==> src/conv_pkg.sv <==
// shared constants and carriers for the dual converter front end
package conv_pkg;
  localparam int DATA_W = 8;
  localparam int CODE_W = 12;
  localparam int NUM_CONV = 2;
  // control register field positions
  localparam int EN_BIT = 7;
  localparam int MODE_HI = 4;
  localparam int MODE_LO = 3;
  localparam int FMT_HI = 2;
  localparam int FMT_LO = 0;
  // values after reset
  localparam logic [7:0] CTRL_RST = 8'h00;
  localparam logic [7:0] BYTE_RST = 8'h00;
  localparam logic [11:0] CODE_RST = 12'h000;
  // update mode codes
  localparam logic [1:0] MODE_ON_HIGH = 2'h0;
  localparam logic [1:0] MODE_TMR3 = 2'h1;
  localparam logic [1:0] MODE_TMR4 = 2'h2;
  localparam logic [1:0] MODE_TMR2 = 2'h3;

  // one write from the processor side
  typedef struct packed {
    logic ctrl_wr;
    logic low_wr;
    logic high_wr;
    logic [7:0] wdata;
  } wr_req_t;

  // timer overflow pulses
  typedef struct packed {
    logic tmr2;
    logic tmr3;
    logic tmr4;
  } tmr_evt_t;

  // one converter's output side
  typedef struct packed {
    logic [11:0] code;
    logic out_oe;
  } conv_out_t;
endpackage

==> src/conv_regs.sv <==
// holding store of data bytes for one converter, registered read data
module conv_regs
(
  input wire logic sys_clk, // system clock
  input wire logic nrst, // async reset, active low
  input wire logic low_wr, // low byte write strobe
  input wire logic high_wr, // high byte write strobe
  input wire logic [7:0] wdata, // write data
  output logic [7:0] low_q, // held low byte
  output logic [7:0] high_q // held high byte
);
  logic [7:0] low_d;
  logic [7:0] high_d;

  always_comb
  begin
    low_d = low_q;
    high_d = high_q;
    if (low_wr)
    begin
      low_d = wdata;
    end
    if (high_wr)
    begin
      high_d = wdata;
    end
  end

  always_ff @(posedge sys_clk or negedge nrst)
  begin
    if (!nrst)
    begin
      low_q <= conv_pkg::BYTE_RST;
      high_q <= conv_pkg::BYTE_RST;
    end
    else
    begin
      low_q <= low_d;
      high_q <= high_d;
    end
  end
endmodule

==> src/dac_output_update_latch.sv <==
// digital front end of two 12-bit converters: registers, formats, latches
module dac_output_update_latch
(
  input wire logic sys_clk, // system clock, 50 MHz
  input wire logic nrst, // async reset, active low
  input wire conv_pkg::wr_req_t req0, // writes for converter 0
  input wire conv_pkg::wr_req_t req1, // writes for converter 1
  input wire conv_pkg::tmr_evt_t tmr, // timer overflow pulses
  input wire logic analog_bias_enable, // shared bias enable from software
  output logic [7:0] conv0_control_reg, // control register 0
  output logic [7:0] conv1_control_reg, // control register 1
  output conv_pkg::conv_out_t out0, // converter 0 latch and output enable
  output conv_pkg::conv_out_t out1, // converter 1 latch and output enable
  output logic bias_on // bias to analog cores, registered
);

  // ***********************************************************
  // format and mode helpers
  // ***********************************************************
  function automatic logic [11:0] assemble(input logic [2:0] fmt,
                                           input logic [7:0] hi,
                                           input logic [7:0] lo);
    logic [15:0] w;
    w = {hi, lo};
    case (fmt)
      3'h0: assemble = w[11:0];
      3'h1: assemble = w[12:1];
      3'h2: assemble = w[13:2];
      3'h3: assemble = w[14:3];
      default: assemble = w[15:4];
    endcase
  endfunction

  function automatic logic tmr_hit(input logic [1:0] mode,
                                   input conv_pkg::tmr_evt_t t);
    case (mode)
      conv_pkg::MODE_TMR3: tmr_hit = t.tmr3;
      conv_pkg::MODE_TMR4: tmr_hit = t.tmr4;
      conv_pkg::MODE_TMR2: tmr_hit = t.tmr2;
      default: tmr_hit = 1'b0;
    endcase
  endfunction

  // ***********************************************************
  // per converter state
  // ***********************************************************
  conv_pkg::wr_req_t req [2];
  logic [7:0] ctrl_q [2];
  logic [7:0] ctrl_d [2];
  logic [7:0] low_q [2];
  logic [7:0] high_q [2];
  logic [11:0] code_q [2];
  logic [11:0] code_d [2];
  logic oe_q [2];
  logic oe_d [2];
  logic hwr_q [2];
  logic bias_q;

  assign req[0] = req0;
  assign req[1] = req1;

  genvar g;
  generate
    for (g = 0; g < conv_pkg::NUM_CONV; g++)
    begin : g_conv
      // held bytes; low byte writes never touch the latch
      conv_regs conv_regs_i
      (
        .sys_clk(sys_clk),
        .nrst(nrst),
        .low_wr(req[g].low_wr),
        .high_wr(req[g].high_wr),
        .wdata(req[g].wdata),
        .low_q(low_q[g]),
        .high_q(high_q[g])
      );

      logic [1:0] mode;
      assign mode = ctrl_q[g][conv_pkg::MODE_HI:conv_pkg::MODE_LO];

      always_comb
      begin
        ctrl_d[g] = ctrl_q[g];
        if (req[g].ctrl_wr)
        begin
          // bits 6 and 5 unused, kept zero
          ctrl_d[g] = req[g].wdata & 8'h9F;
        end
        code_d[g] = code_q[g];
        // one cycle after the strobe, bytes already held
        if (hwr_q[g] && mode == conv_pkg::MODE_ON_HIGH)
        begin
          code_d[g] = assemble(ctrl_q[g][conv_pkg::FMT_HI:conv_pkg::FMT_LO],
                               high_q[g], low_q[g]);
        end
        else if (tmr_hit(mode, tmr))
        begin
          code_d[g] = assemble(ctrl_q[g][conv_pkg::FMT_HI:conv_pkg::FMT_LO],
                               high_q[g], low_q[g]);
        end
        oe_d[g] = ctrl_q[g][conv_pkg::EN_BIT];
      end

      always_ff @(posedge sys_clk or negedge nrst)
      begin
        if (!nrst)
        begin
          ctrl_q[g] <= conv_pkg::CTRL_RST;
          code_q[g] <= conv_pkg::CODE_RST;
          oe_q[g] <= 1'b0;
          hwr_q[g] <= 1'b0;
        end
        else
        begin
          ctrl_q[g] <= ctrl_d[g];
          code_q[g] <= code_d[g];
          oe_q[g] <= oe_d[g];
          hwr_q[g] <= req[g].high_wr;
        end
      end

      a_hold_low: assert property (
        @(posedge sys_clk) disable iff (!nrst)
        (!hwr_q[g] && ctrl_q[g][4:3] == 2'h0) |=> $stable(code_q[g]))
        else $error("latch changed without high write");
      // held bytes of the load cycle; a write there is not yet seen
      a_high_load: assert property (
        @(posedge sys_clk) disable iff (!nrst)
        (req[g].high_wr && ctrl_q[g][4:0] == 5'h00 && !req[g].ctrl_wr
         && !req[g].low_wr) ##1 !req[g].ctrl_wr
        |=> code_q[g] == {$past(high_q[g][3:0]), $past(low_q[g])})
        else $error("latch not loaded after high write");
      a_off_float: assert property (
        @(posedge sys_clk) disable iff (!nrst)
        !ctrl_q[g][7] |=> !oe_q[g])
        else $error("output driven while disabled");
      a_tmr3_load: assert property (
        @(posedge sys_clk) disable iff (!nrst)
        (ctrl_q[g][4:3] == 2'h1 && tmr.tmr3)
        |=> code_q[g] == assemble($past(ctrl_q[g][2:0]),
                                  $past(high_q[g]), $past(low_q[g])))
        else $error("timer 3 update missed");
    end
  endgenerate

  // bias only passes through; the converters do not gate on it
  always_ff @(posedge sys_clk or negedge nrst)
  begin
    if (!nrst)
    begin
      bias_q <= 1'b0;
    end
    else
    begin
      bias_q <= analog_bias_enable;
    end
  end

  assign conv0_control_reg = ctrl_q[0];
  assign conv1_control_reg = ctrl_q[1];
  assign out0 = '{code: code_q[0], out_oe: oe_q[0]};
  assign out1 = '{code: code_q[1], out_oe: oe_q[1]};
  assign bias_on = bias_q;

  a_rst_zero: assert property (@(posedge sys_clk)
    $rose(nrst) |-> ctrl_q[0] == 8'h00 && ctrl_q[1] == 8'h00)
    else $error("control not zero after reset");
  a_en_follow: assert property (
    @(posedge sys_clk) disable iff (!nrst)
    req1.ctrl_wr |=> ##1 oe_q[1] == $past(req1.wdata[7], 2))
    else $error("enable 1 not followed");
  a_fmt_wide: assert property (
    @(posedge sys_clk) disable iff (!nrst)
    (hwr_q[1] && ctrl_q[1][4:2] == 3'h1)
    |=> code_q[1] == {$past(high_q[1]), $past(low_q[1][7:4])})
    else $error("left aligned format wrong");
endmodule

==> config.mk <==
export PLATFORM = sky130hd
export DESIGN_NAME = dac_output_update_latch
export DESIGN_NICKNAME = d
export VERILOG_FILES = /design/src/conv_pkg.sv /design/src/conv_regs.sv /design/src/dac_output_update_latch.sv
export SDC_FILE = /design/constraint.sdc
export NUM_CORES = 1
export LEC_CHECK = 0
export BUFFER_PORTS_ARGS = -buffer_cell sky130_fd_sc_hd__clkbuf_2
export CAP_MARGIN = 20
export CELL_PAD_IN_SITES_DETAIL_PLACEMENT = 0
export CELL_PAD_IN_SITES_GLOBAL_PLACEMENT = 2
export CORE_MARGIN = 2
export CORE_UTILIZATION = 38
export DETAILED_ROUTE_END_ITERATION = 7
export PLACE_DENSITY = 0.82
export REMOVE_ABC_BUFFERS = 1
export SYNTH_ARGS = -nofsm -noshare
export SYNTH_HDL_FRONTEND = slang
export SYNTH_HIERARCHICAL = 1
export SYNTH_SLANG_ARGS = --single-unit
==> constraint.sdc <==
create_clock -name sys_clk -period 1.6 [get_ports sys_clk]
set_input_delay 0.08 -clock sys_clk [delete_from_list [all_inputs] [get_ports sys_clk]]
set_output_delay 0.08 -clock sys_clk [all_outputs]
set_load 0.01 [all_outputs]
==> results.cfg, run 1 <==
[route]
drt_iter0_markers = 192
via_per_inst = 5.331
ant_nets = 0
wl_per_cell_um = 18.32
drt-total-wl_um = 8903
drc = 0
num_vias = 2591
first_pass_iters = 4

[cells_and_area]
drive_above_1_share = 0.4476
synthToLayoutAreaGrowth_pct = 21.78
largestRegisters = g_conv.conv_regs_i/high_q x16, g_conv.conv_regs_i/low_q x16
fillerInstances = 875
diodes = 0
seqCellArea_mm2 = 0.001829
nets = 376
multi_input_area_mm2 = 0.001805

[yosys]
synth.distinct_cells = 28
syn_area_per_cell_um2 = 14.19
synthMuxAreaShare = 0.3451
synth-compound-area-share = 0.05580
synthFlopType = dfrtp_1
syn_inst = 264
yosys.area_share.simple = 0.05914
synth_edf_count = 0
synth_top_family_by_area = multiplexers
synth-seq-area-share = 0.4878
synthAdderAreaFrac = 0
yosysWarnings = 6
synth_xor_xnor_area_share = 0
syn-cell-area_mm2 = 0.003745
synthArstFlopShare = 1.000
ys_seq_elements = 73

[setup_path]
cp-end-kind = flop
startpoint_type = flop
r2r_start = conv0_control_reg[4]
critical_path_class = reg -> reg
cp_data_arrival_time_ps = 1730
r2r_cells = 2
crit_path_start = conv0_control_reg[4]
required_ps = 1840
r2r_end = out0[12]
path_max_fanout = 12
r2r_setup_slack_ps = 110

[clock_network]
clockBufferDepth = 2
tritoncts = done
numCtsBuffers = 9
clk_pin_slew_ps = 80
clock_tree.root_cell = clkbuf_8
htreeDepth = 3
cts_setup_buffers = 0
clock_sinks = 73
clkLatencyLatePin_ps = 350

[power_and_ir_drop]
peakVddDrop_mv = 0.6970
powerDensity_mw_per_mm2 = 1127
leakagePower_nw = 2.105
p_total_mw = 5.140

[sta]
finalCritPeriodShare = 0.9281
finalHoldViolCount = 0
slew_headroom = 0.6117
hold_ws_ps = 8.144
worst_pin_slew_ps = 582.5
final_max_slew_viol_count = 0
grt_setup_unrepaired = no
worst_slack_ps = 115.0
clock_skew_ps = 10.52
fmax_ghz = 0.6734
period_needed_ps = 1485
setup_viol = 0

[die]
rows = 36
die-area_mm2 = 0.01066
die_x_um = 103.3
dieHeight_um = 103.3
start_util = 0.3867
core_area_mm2 = 0.009684
top_level_ports = 71

[min_path]
hp-start = req0[2]
hold_depth = 2
hold_class = in -> reg
holdPathEnd = g_conv[0].conv_regs_i/high_q[2]

[global_routing]
grt_pass1_vias = 2352
grt-ovfl-total = 0
antenna_found_initial = 0
grt_max_degree = 41
grt_pass1_wl_um = 12900
grtUsageTotal = 0.1590

[placed_design]
gp_congestion = 0.7811
place_hpwl_um = 5549
place_ws_ps = 59.98
portBuffers = 66

[run_status]
status = finished clean

[run]
max_cap_viol_count = 0
-- repair_timing --
| item | 4_1_cts | 5_1_grt |
|---|---|---|
| hold buffers | 11 | 1 |
| setup endpoints to repair | 0 | 11 |
| gates resized for setup | 0 | 5 |
| endpoints found under the hold margin | 89 | 1 |
-- through the flow --
stage                     cells  instance area, um^2  setup TNS, ps  utilization
after floorplan             243                 3572          -1024            -
after global placement      455                 4179              0       0.4315
after detailed placement    455                 4179              0       0.4315
after CTS                   482                 4481              0       0.4627
after global routing        486                 4561              0       0.4709
final                       486                 4561              0       0.4709
-- how the worst max path moves through the flow --
stage / end / slack [ps] / cells after the start
global placement: out1[7] / 100 / 3
CTS: out1[1] / 50 / 3
detailed placement: out1[1] / 60 / 3
floorplan: out1[9] / -140 / 3
finish: out0[12] / 110 / 2
global route: out1[12] / 50 / 4
-- power breakdown --
group	total (mW)	switching (mW)	internal, mW
Clock	1.38	0.693	0.688
Sequential	2.42	0.277	2.14
Combinational	1.34	0.616	0.723
Total	5.14	1.59	3.55
-- final cells by class --
class,count,share of cell area
multi-input cells,171,0.3959
well taps,133,0.03649
clock buffers,12,0.03621
inverters,2,0.001646
repair buffers,91,0.1229
clock inverters,4,0.005761
flip-flops and latches,73,0.4011
-- cell usage in the layout (no fill, tap or decap), types with 3 or more instances in the layout --
cell	n
dfrtp_1	71
clkbuf_2	65
mux2_4	33
nor2_1	20
nand2_1	17
mux4_2	14
mux2i_1	14
mux2_2	13
a21oi_1	12
clkbuf_8	12
dlygate4sd3_1	12
buf_4	12
mux4_1	10
a31oi_1	8
nor2b_1	7
nand2b_1	4
conb_1	4
a2111oi_0	3
o22ai_1	3
o31ai_1	3
-- worst max-delay path, stage by stage (launching register included) --
cell     delay [ps]
dfrtp_2         440
mux4_2          680
a31o_2          260
-- synth_stat cells, types with 2 or more instances --
master / count / area (um^2)
buf_6: 6 / 67.56
a21oi_1: 12 / 60.06
nor2_1: 20 / 75.07
nor2b_1: 7 / 43.79
buf_2: 5 / 25.02
mux2_4: 33 / 495.5
mux2_2: 13 / 146.4
nand2b_1: 4 / 25.02
mux4_1: 10 / 262.8
mux4_2: 11 / 247.7
buf_4: 7 / 52.55
mux2i_1: 14 / 140.1
dfrtp_1: 73 / 1827
nand2_1: 17 / 63.81
o31ai_1: 3 / 22.52
o22ai_1: 3 / 18.77
inv_1: 2 / 7.510
a31oi_1: 8 / 50.05
a2111oi_0: 3 / 26.28
clkbuf_1: 5 / 18.77
-- logic make-up (layout without fill, tap and decap cells) --
| kind of cell | after synthesis | count (layout) |
|---|---|---|
| other | 1 | 4 |
| AO/OA/AOI/OAI | 33 | 33 |
| multiplexers | 81 | 84 |
| buffers and inverters | 26 | 109 |
| AND/OR/NAND/NOR | 50 | 50 |
| flip-flops | 73 | 73 |
-- metal layers --
| layer | global-route usage | share of wire | vias up |
|---|---|---|---|
| met5 | 0 | 0 | - |
| met4 | 0.06377 | 0.019 | 0 |
| met3 | 0.02890 | 0.066 | 18 |
| met2 | 0.2203 | 0.43 | 104 |
| met1 | 0.2460 | 0.48 | 1310 |
| li1 | - | - | 1159 |
Power figures use the tool's default switching activity.
==> run 2: changes to the inputs <==
ABC_AREA = 1   (was not set)
BUFFER_PORTS_ARGS = -buffer_cell sky130_fd_sc_hd__buf_2   (was -buffer_cell sky130_fd_sc_hd__clkbuf_2)
CORE_UTILIZATION = 32   (was 38)
PLACE_DENSITY = 0.84   (was 0.82)
==> results.cfg, run 2 <==
[route]
drc = 0
top_layer_used = met4
wl_per_cell_um = 14.42
wl_met3_um = 589
drt_iter0_markers = 295
met1Wirelength_um = 5366
ant_nets = 0
routed-wl-met2_um = 4579
via_per_inst = 5.096
num_vias = 3781
drt-total-wl_um = 10700
first_pass_iters = 5

[yosys]
syn-cell-area_mm2 = 0.003869
netlist_top_cells_area = dfrtp_1 47%, nand2_1 17%, nand4_1 7.8%
synth.largest_area_cell = dfrtp_1
synth_most_common_cell = nand2_1
yosysWarnings = 6
syn_inst = 515
synth-seq-area-share = 0.4722
syn_area_per_cell_um2 = 7.512
synth_edf_count = 0
synth.distinct_cells = 19
ys_seq_elements = 73
synthArstFlopShare = 1.000
synth.top_cell.area_share = 0.4722
synthFlopType = dfrtp_1
synth_commonest_cells = 178 x nand2_1, 73 x dfrtp_1, 52 x nand3_1

[sta]
finalHoldViolCount = 0
period_needed_ps = 1343
slew_headroom = 0.5858
clock_skew_ps = 6.724
final_max_slew_viol_count = 0
grt_setup_unrepaired = no
setup_viol = 0
finalCritPeriodShare = 0.8393
fmax_ghz = 0.7447
finalSetupTns_ps = 0
worst_pin_slew_ps = 620.7

[cells_and_area]
final_cell_mix = 178 x nand2_1, 73 x dfrtp_1, 65 x buf_2
drive_above_1_share = 0.1832
nets = 618
diodes = 0
synthToLayoutAreaGrowth_pct = 23.74
largestRegisters = g_conv.conv_regs_i/high_q x16, g_conv.conv_regs_i/low_q x16
mostFrequentLayoutCell = nand2_1
fin_area_mm2 = 0.004787

[clock_network]
clock_sinks = 73
clock_tree.root_cell = clkbuf_16
clk_pin_slew_ps = 60
htreeDepth = 3
clockBufferDepth = 2
postCtsHoldBufs = 17
clkLatencyLatePin_ps = 340
cts_resized = 0
cts_setup_buffers = 0
numCtsBuffers = 9
tritoncts = done

[global_routing]
grtUsageTotal = 0.1736
grt_pass1_wl_um = 18060
grt-ovfl-total = 0
antenna_found_initial = 0
grt_pass1_vias = 3529
grt_max_degree = 38

[min_path]
holdPathEnd = g_conv[0].conv_regs_i/high_q[2]
hp-start = req0[2]
hold_class = in -> reg
hold_depth = 3

[run]
max_cap_viol_count = 0

[die]
die_x_um = 114.0
rows = 40
start_util = 0.3248
core_area_mm2 = 0.01191
die-area_mm2 = 0.01299
top_level_ports = 71
dieHeight_um = 114.0

[setup_path]
startpoint_type = flop
cp-end-kind = flop
required_ps = 1870
r2r_setup_slack_ps = 260
path_max_fanout = 16
r2r_start = conv1_control_reg[1]
cp_data_arrival_time_ps = 1620
r2r_end = out1[12]
critical_path_class = reg -> reg
r2r_cells = 5

[power_and_ir_drop]
powerDensity_mw_per_mm2 = 1179
peakVddDrop_mv = 0.4406
p_total_mw = 5.644
leakagePower_nw = 2.441

[placed_design]
place_hpwl_um = 7289
portBuffers = 66
place_area_mm2 = 0.004319
gp_congestion = 0.8118

[run_status]
status = finished clean
==> run 2: changes by cell type after synthesis, moves of 10 or more <==
| cell | before | now |
|---|---|---|
| mux2_4 | 33 | 0 |
| buf_2 | 5 | 17 |
| o21ai_1 | 0 | 17 |
| nand3_1 | 0 | 52 |
| nand2_1 | 17 | 178 |
| mux4_1 | 10 | 0 |
| o21ai_0 | 1 | 25 |
| nand4_1 | 0 | 48 |
| mux4_2 | 11 | 0 |
| inv_1 | 2 | 19 |
| mux2i_1 | 14 | 0 |
| nor2_1 | 20 | 38 |
| mux2_2 | 13 | 2 |
==> run 2: metal layers <==
layer  up-vias  GRT usage
li1       1852          -
met1      1779     0.2595
met2       138     0.2492
met3        12    0.03294
met4         0    0.06260
met5         -          0
==> run 2: logic make-up (layout without fill, tap and decap cells) <==
group / Yosys count / count (layout) / share of synthesized area
simple gates: 318 / 318 / 0.3603
compound gates: 56 / 56 / 0.07309
other cells: 1 / 4 / 0.0009693
flops: 73 / 73 / 0.4722
mux: 2 / 2 / 0.005821
buf+inv: 65 / 142 / 0.08765
==> run 2: critical path, cell delays in order, from the launching register on <==
cell and delay (ps):
dfrtp_1 520, nor2_4 380, nand3_1 120, nand3_1 110
o21ai_1 80, nand2_1 60
==> run 2: through the flow <==
| step | std cells | hold slack, ps | setup slack, ps | util |
|---|---|---|---|---|
| finish | 742 | 8.081 | 257.2 | 0.4019 |
| global route | 742 | 12.11 | 98.38 | 0.4019 |
| CTS | 742 | 1.450 | 276.3 | 0.4019 |
| detailed placement | 709 | 33.91 | 299.3 | 0.3626 |
| global placement | 709 | 31.68 | 284.5 | 0.3626 |
| floorplan | 480 | -215.6 | 63.76 | - |
==> run 2: report_power, final <==
| group | internal, mW | switching (mW) | leakage, nW |
|---|---|---|---|
| clock | 1.24 | 0.794 | 0.142 |
| combinational | 0.490 | 0.767 | 1.41 |
| sequential | 2.11 | 0.234 | 0.891 |
| total | 3.85 | 1.79 | 2.44 |
==> run 2: final cells by class <==
| type | instances | area, um^2 |
|---|---|---|
| tap | 147 | 183.9 |
| clock inverter | 5 | 55.05 |
| fill | 1269 | 7124 |
| inverter | 27 | 103.9 |
| timing repair buffer | 99 | 660.6 |
| multi-input combinational | 380 | 1714 |
| sequential | 73 | 1827 |
| clock buffer | 11 | 242.7 |
==> run 2: worst max path at each step <==
stage | start | slack [ps] | endpoint
floorplan | conv1_control_reg[0] | 60 | out1[3]
global placement | conv1_control_reg[1] | 280 | out1[12]
detailed placement | conv1_control_reg[1] | 300 | out1[12]
CTS | conv1_control_reg[1] | 280 | out1[12]
global route | conv0_control_reg[0] | 100 | out0[8]
finish | conv1_control_reg[1] | 260 | out1[12]
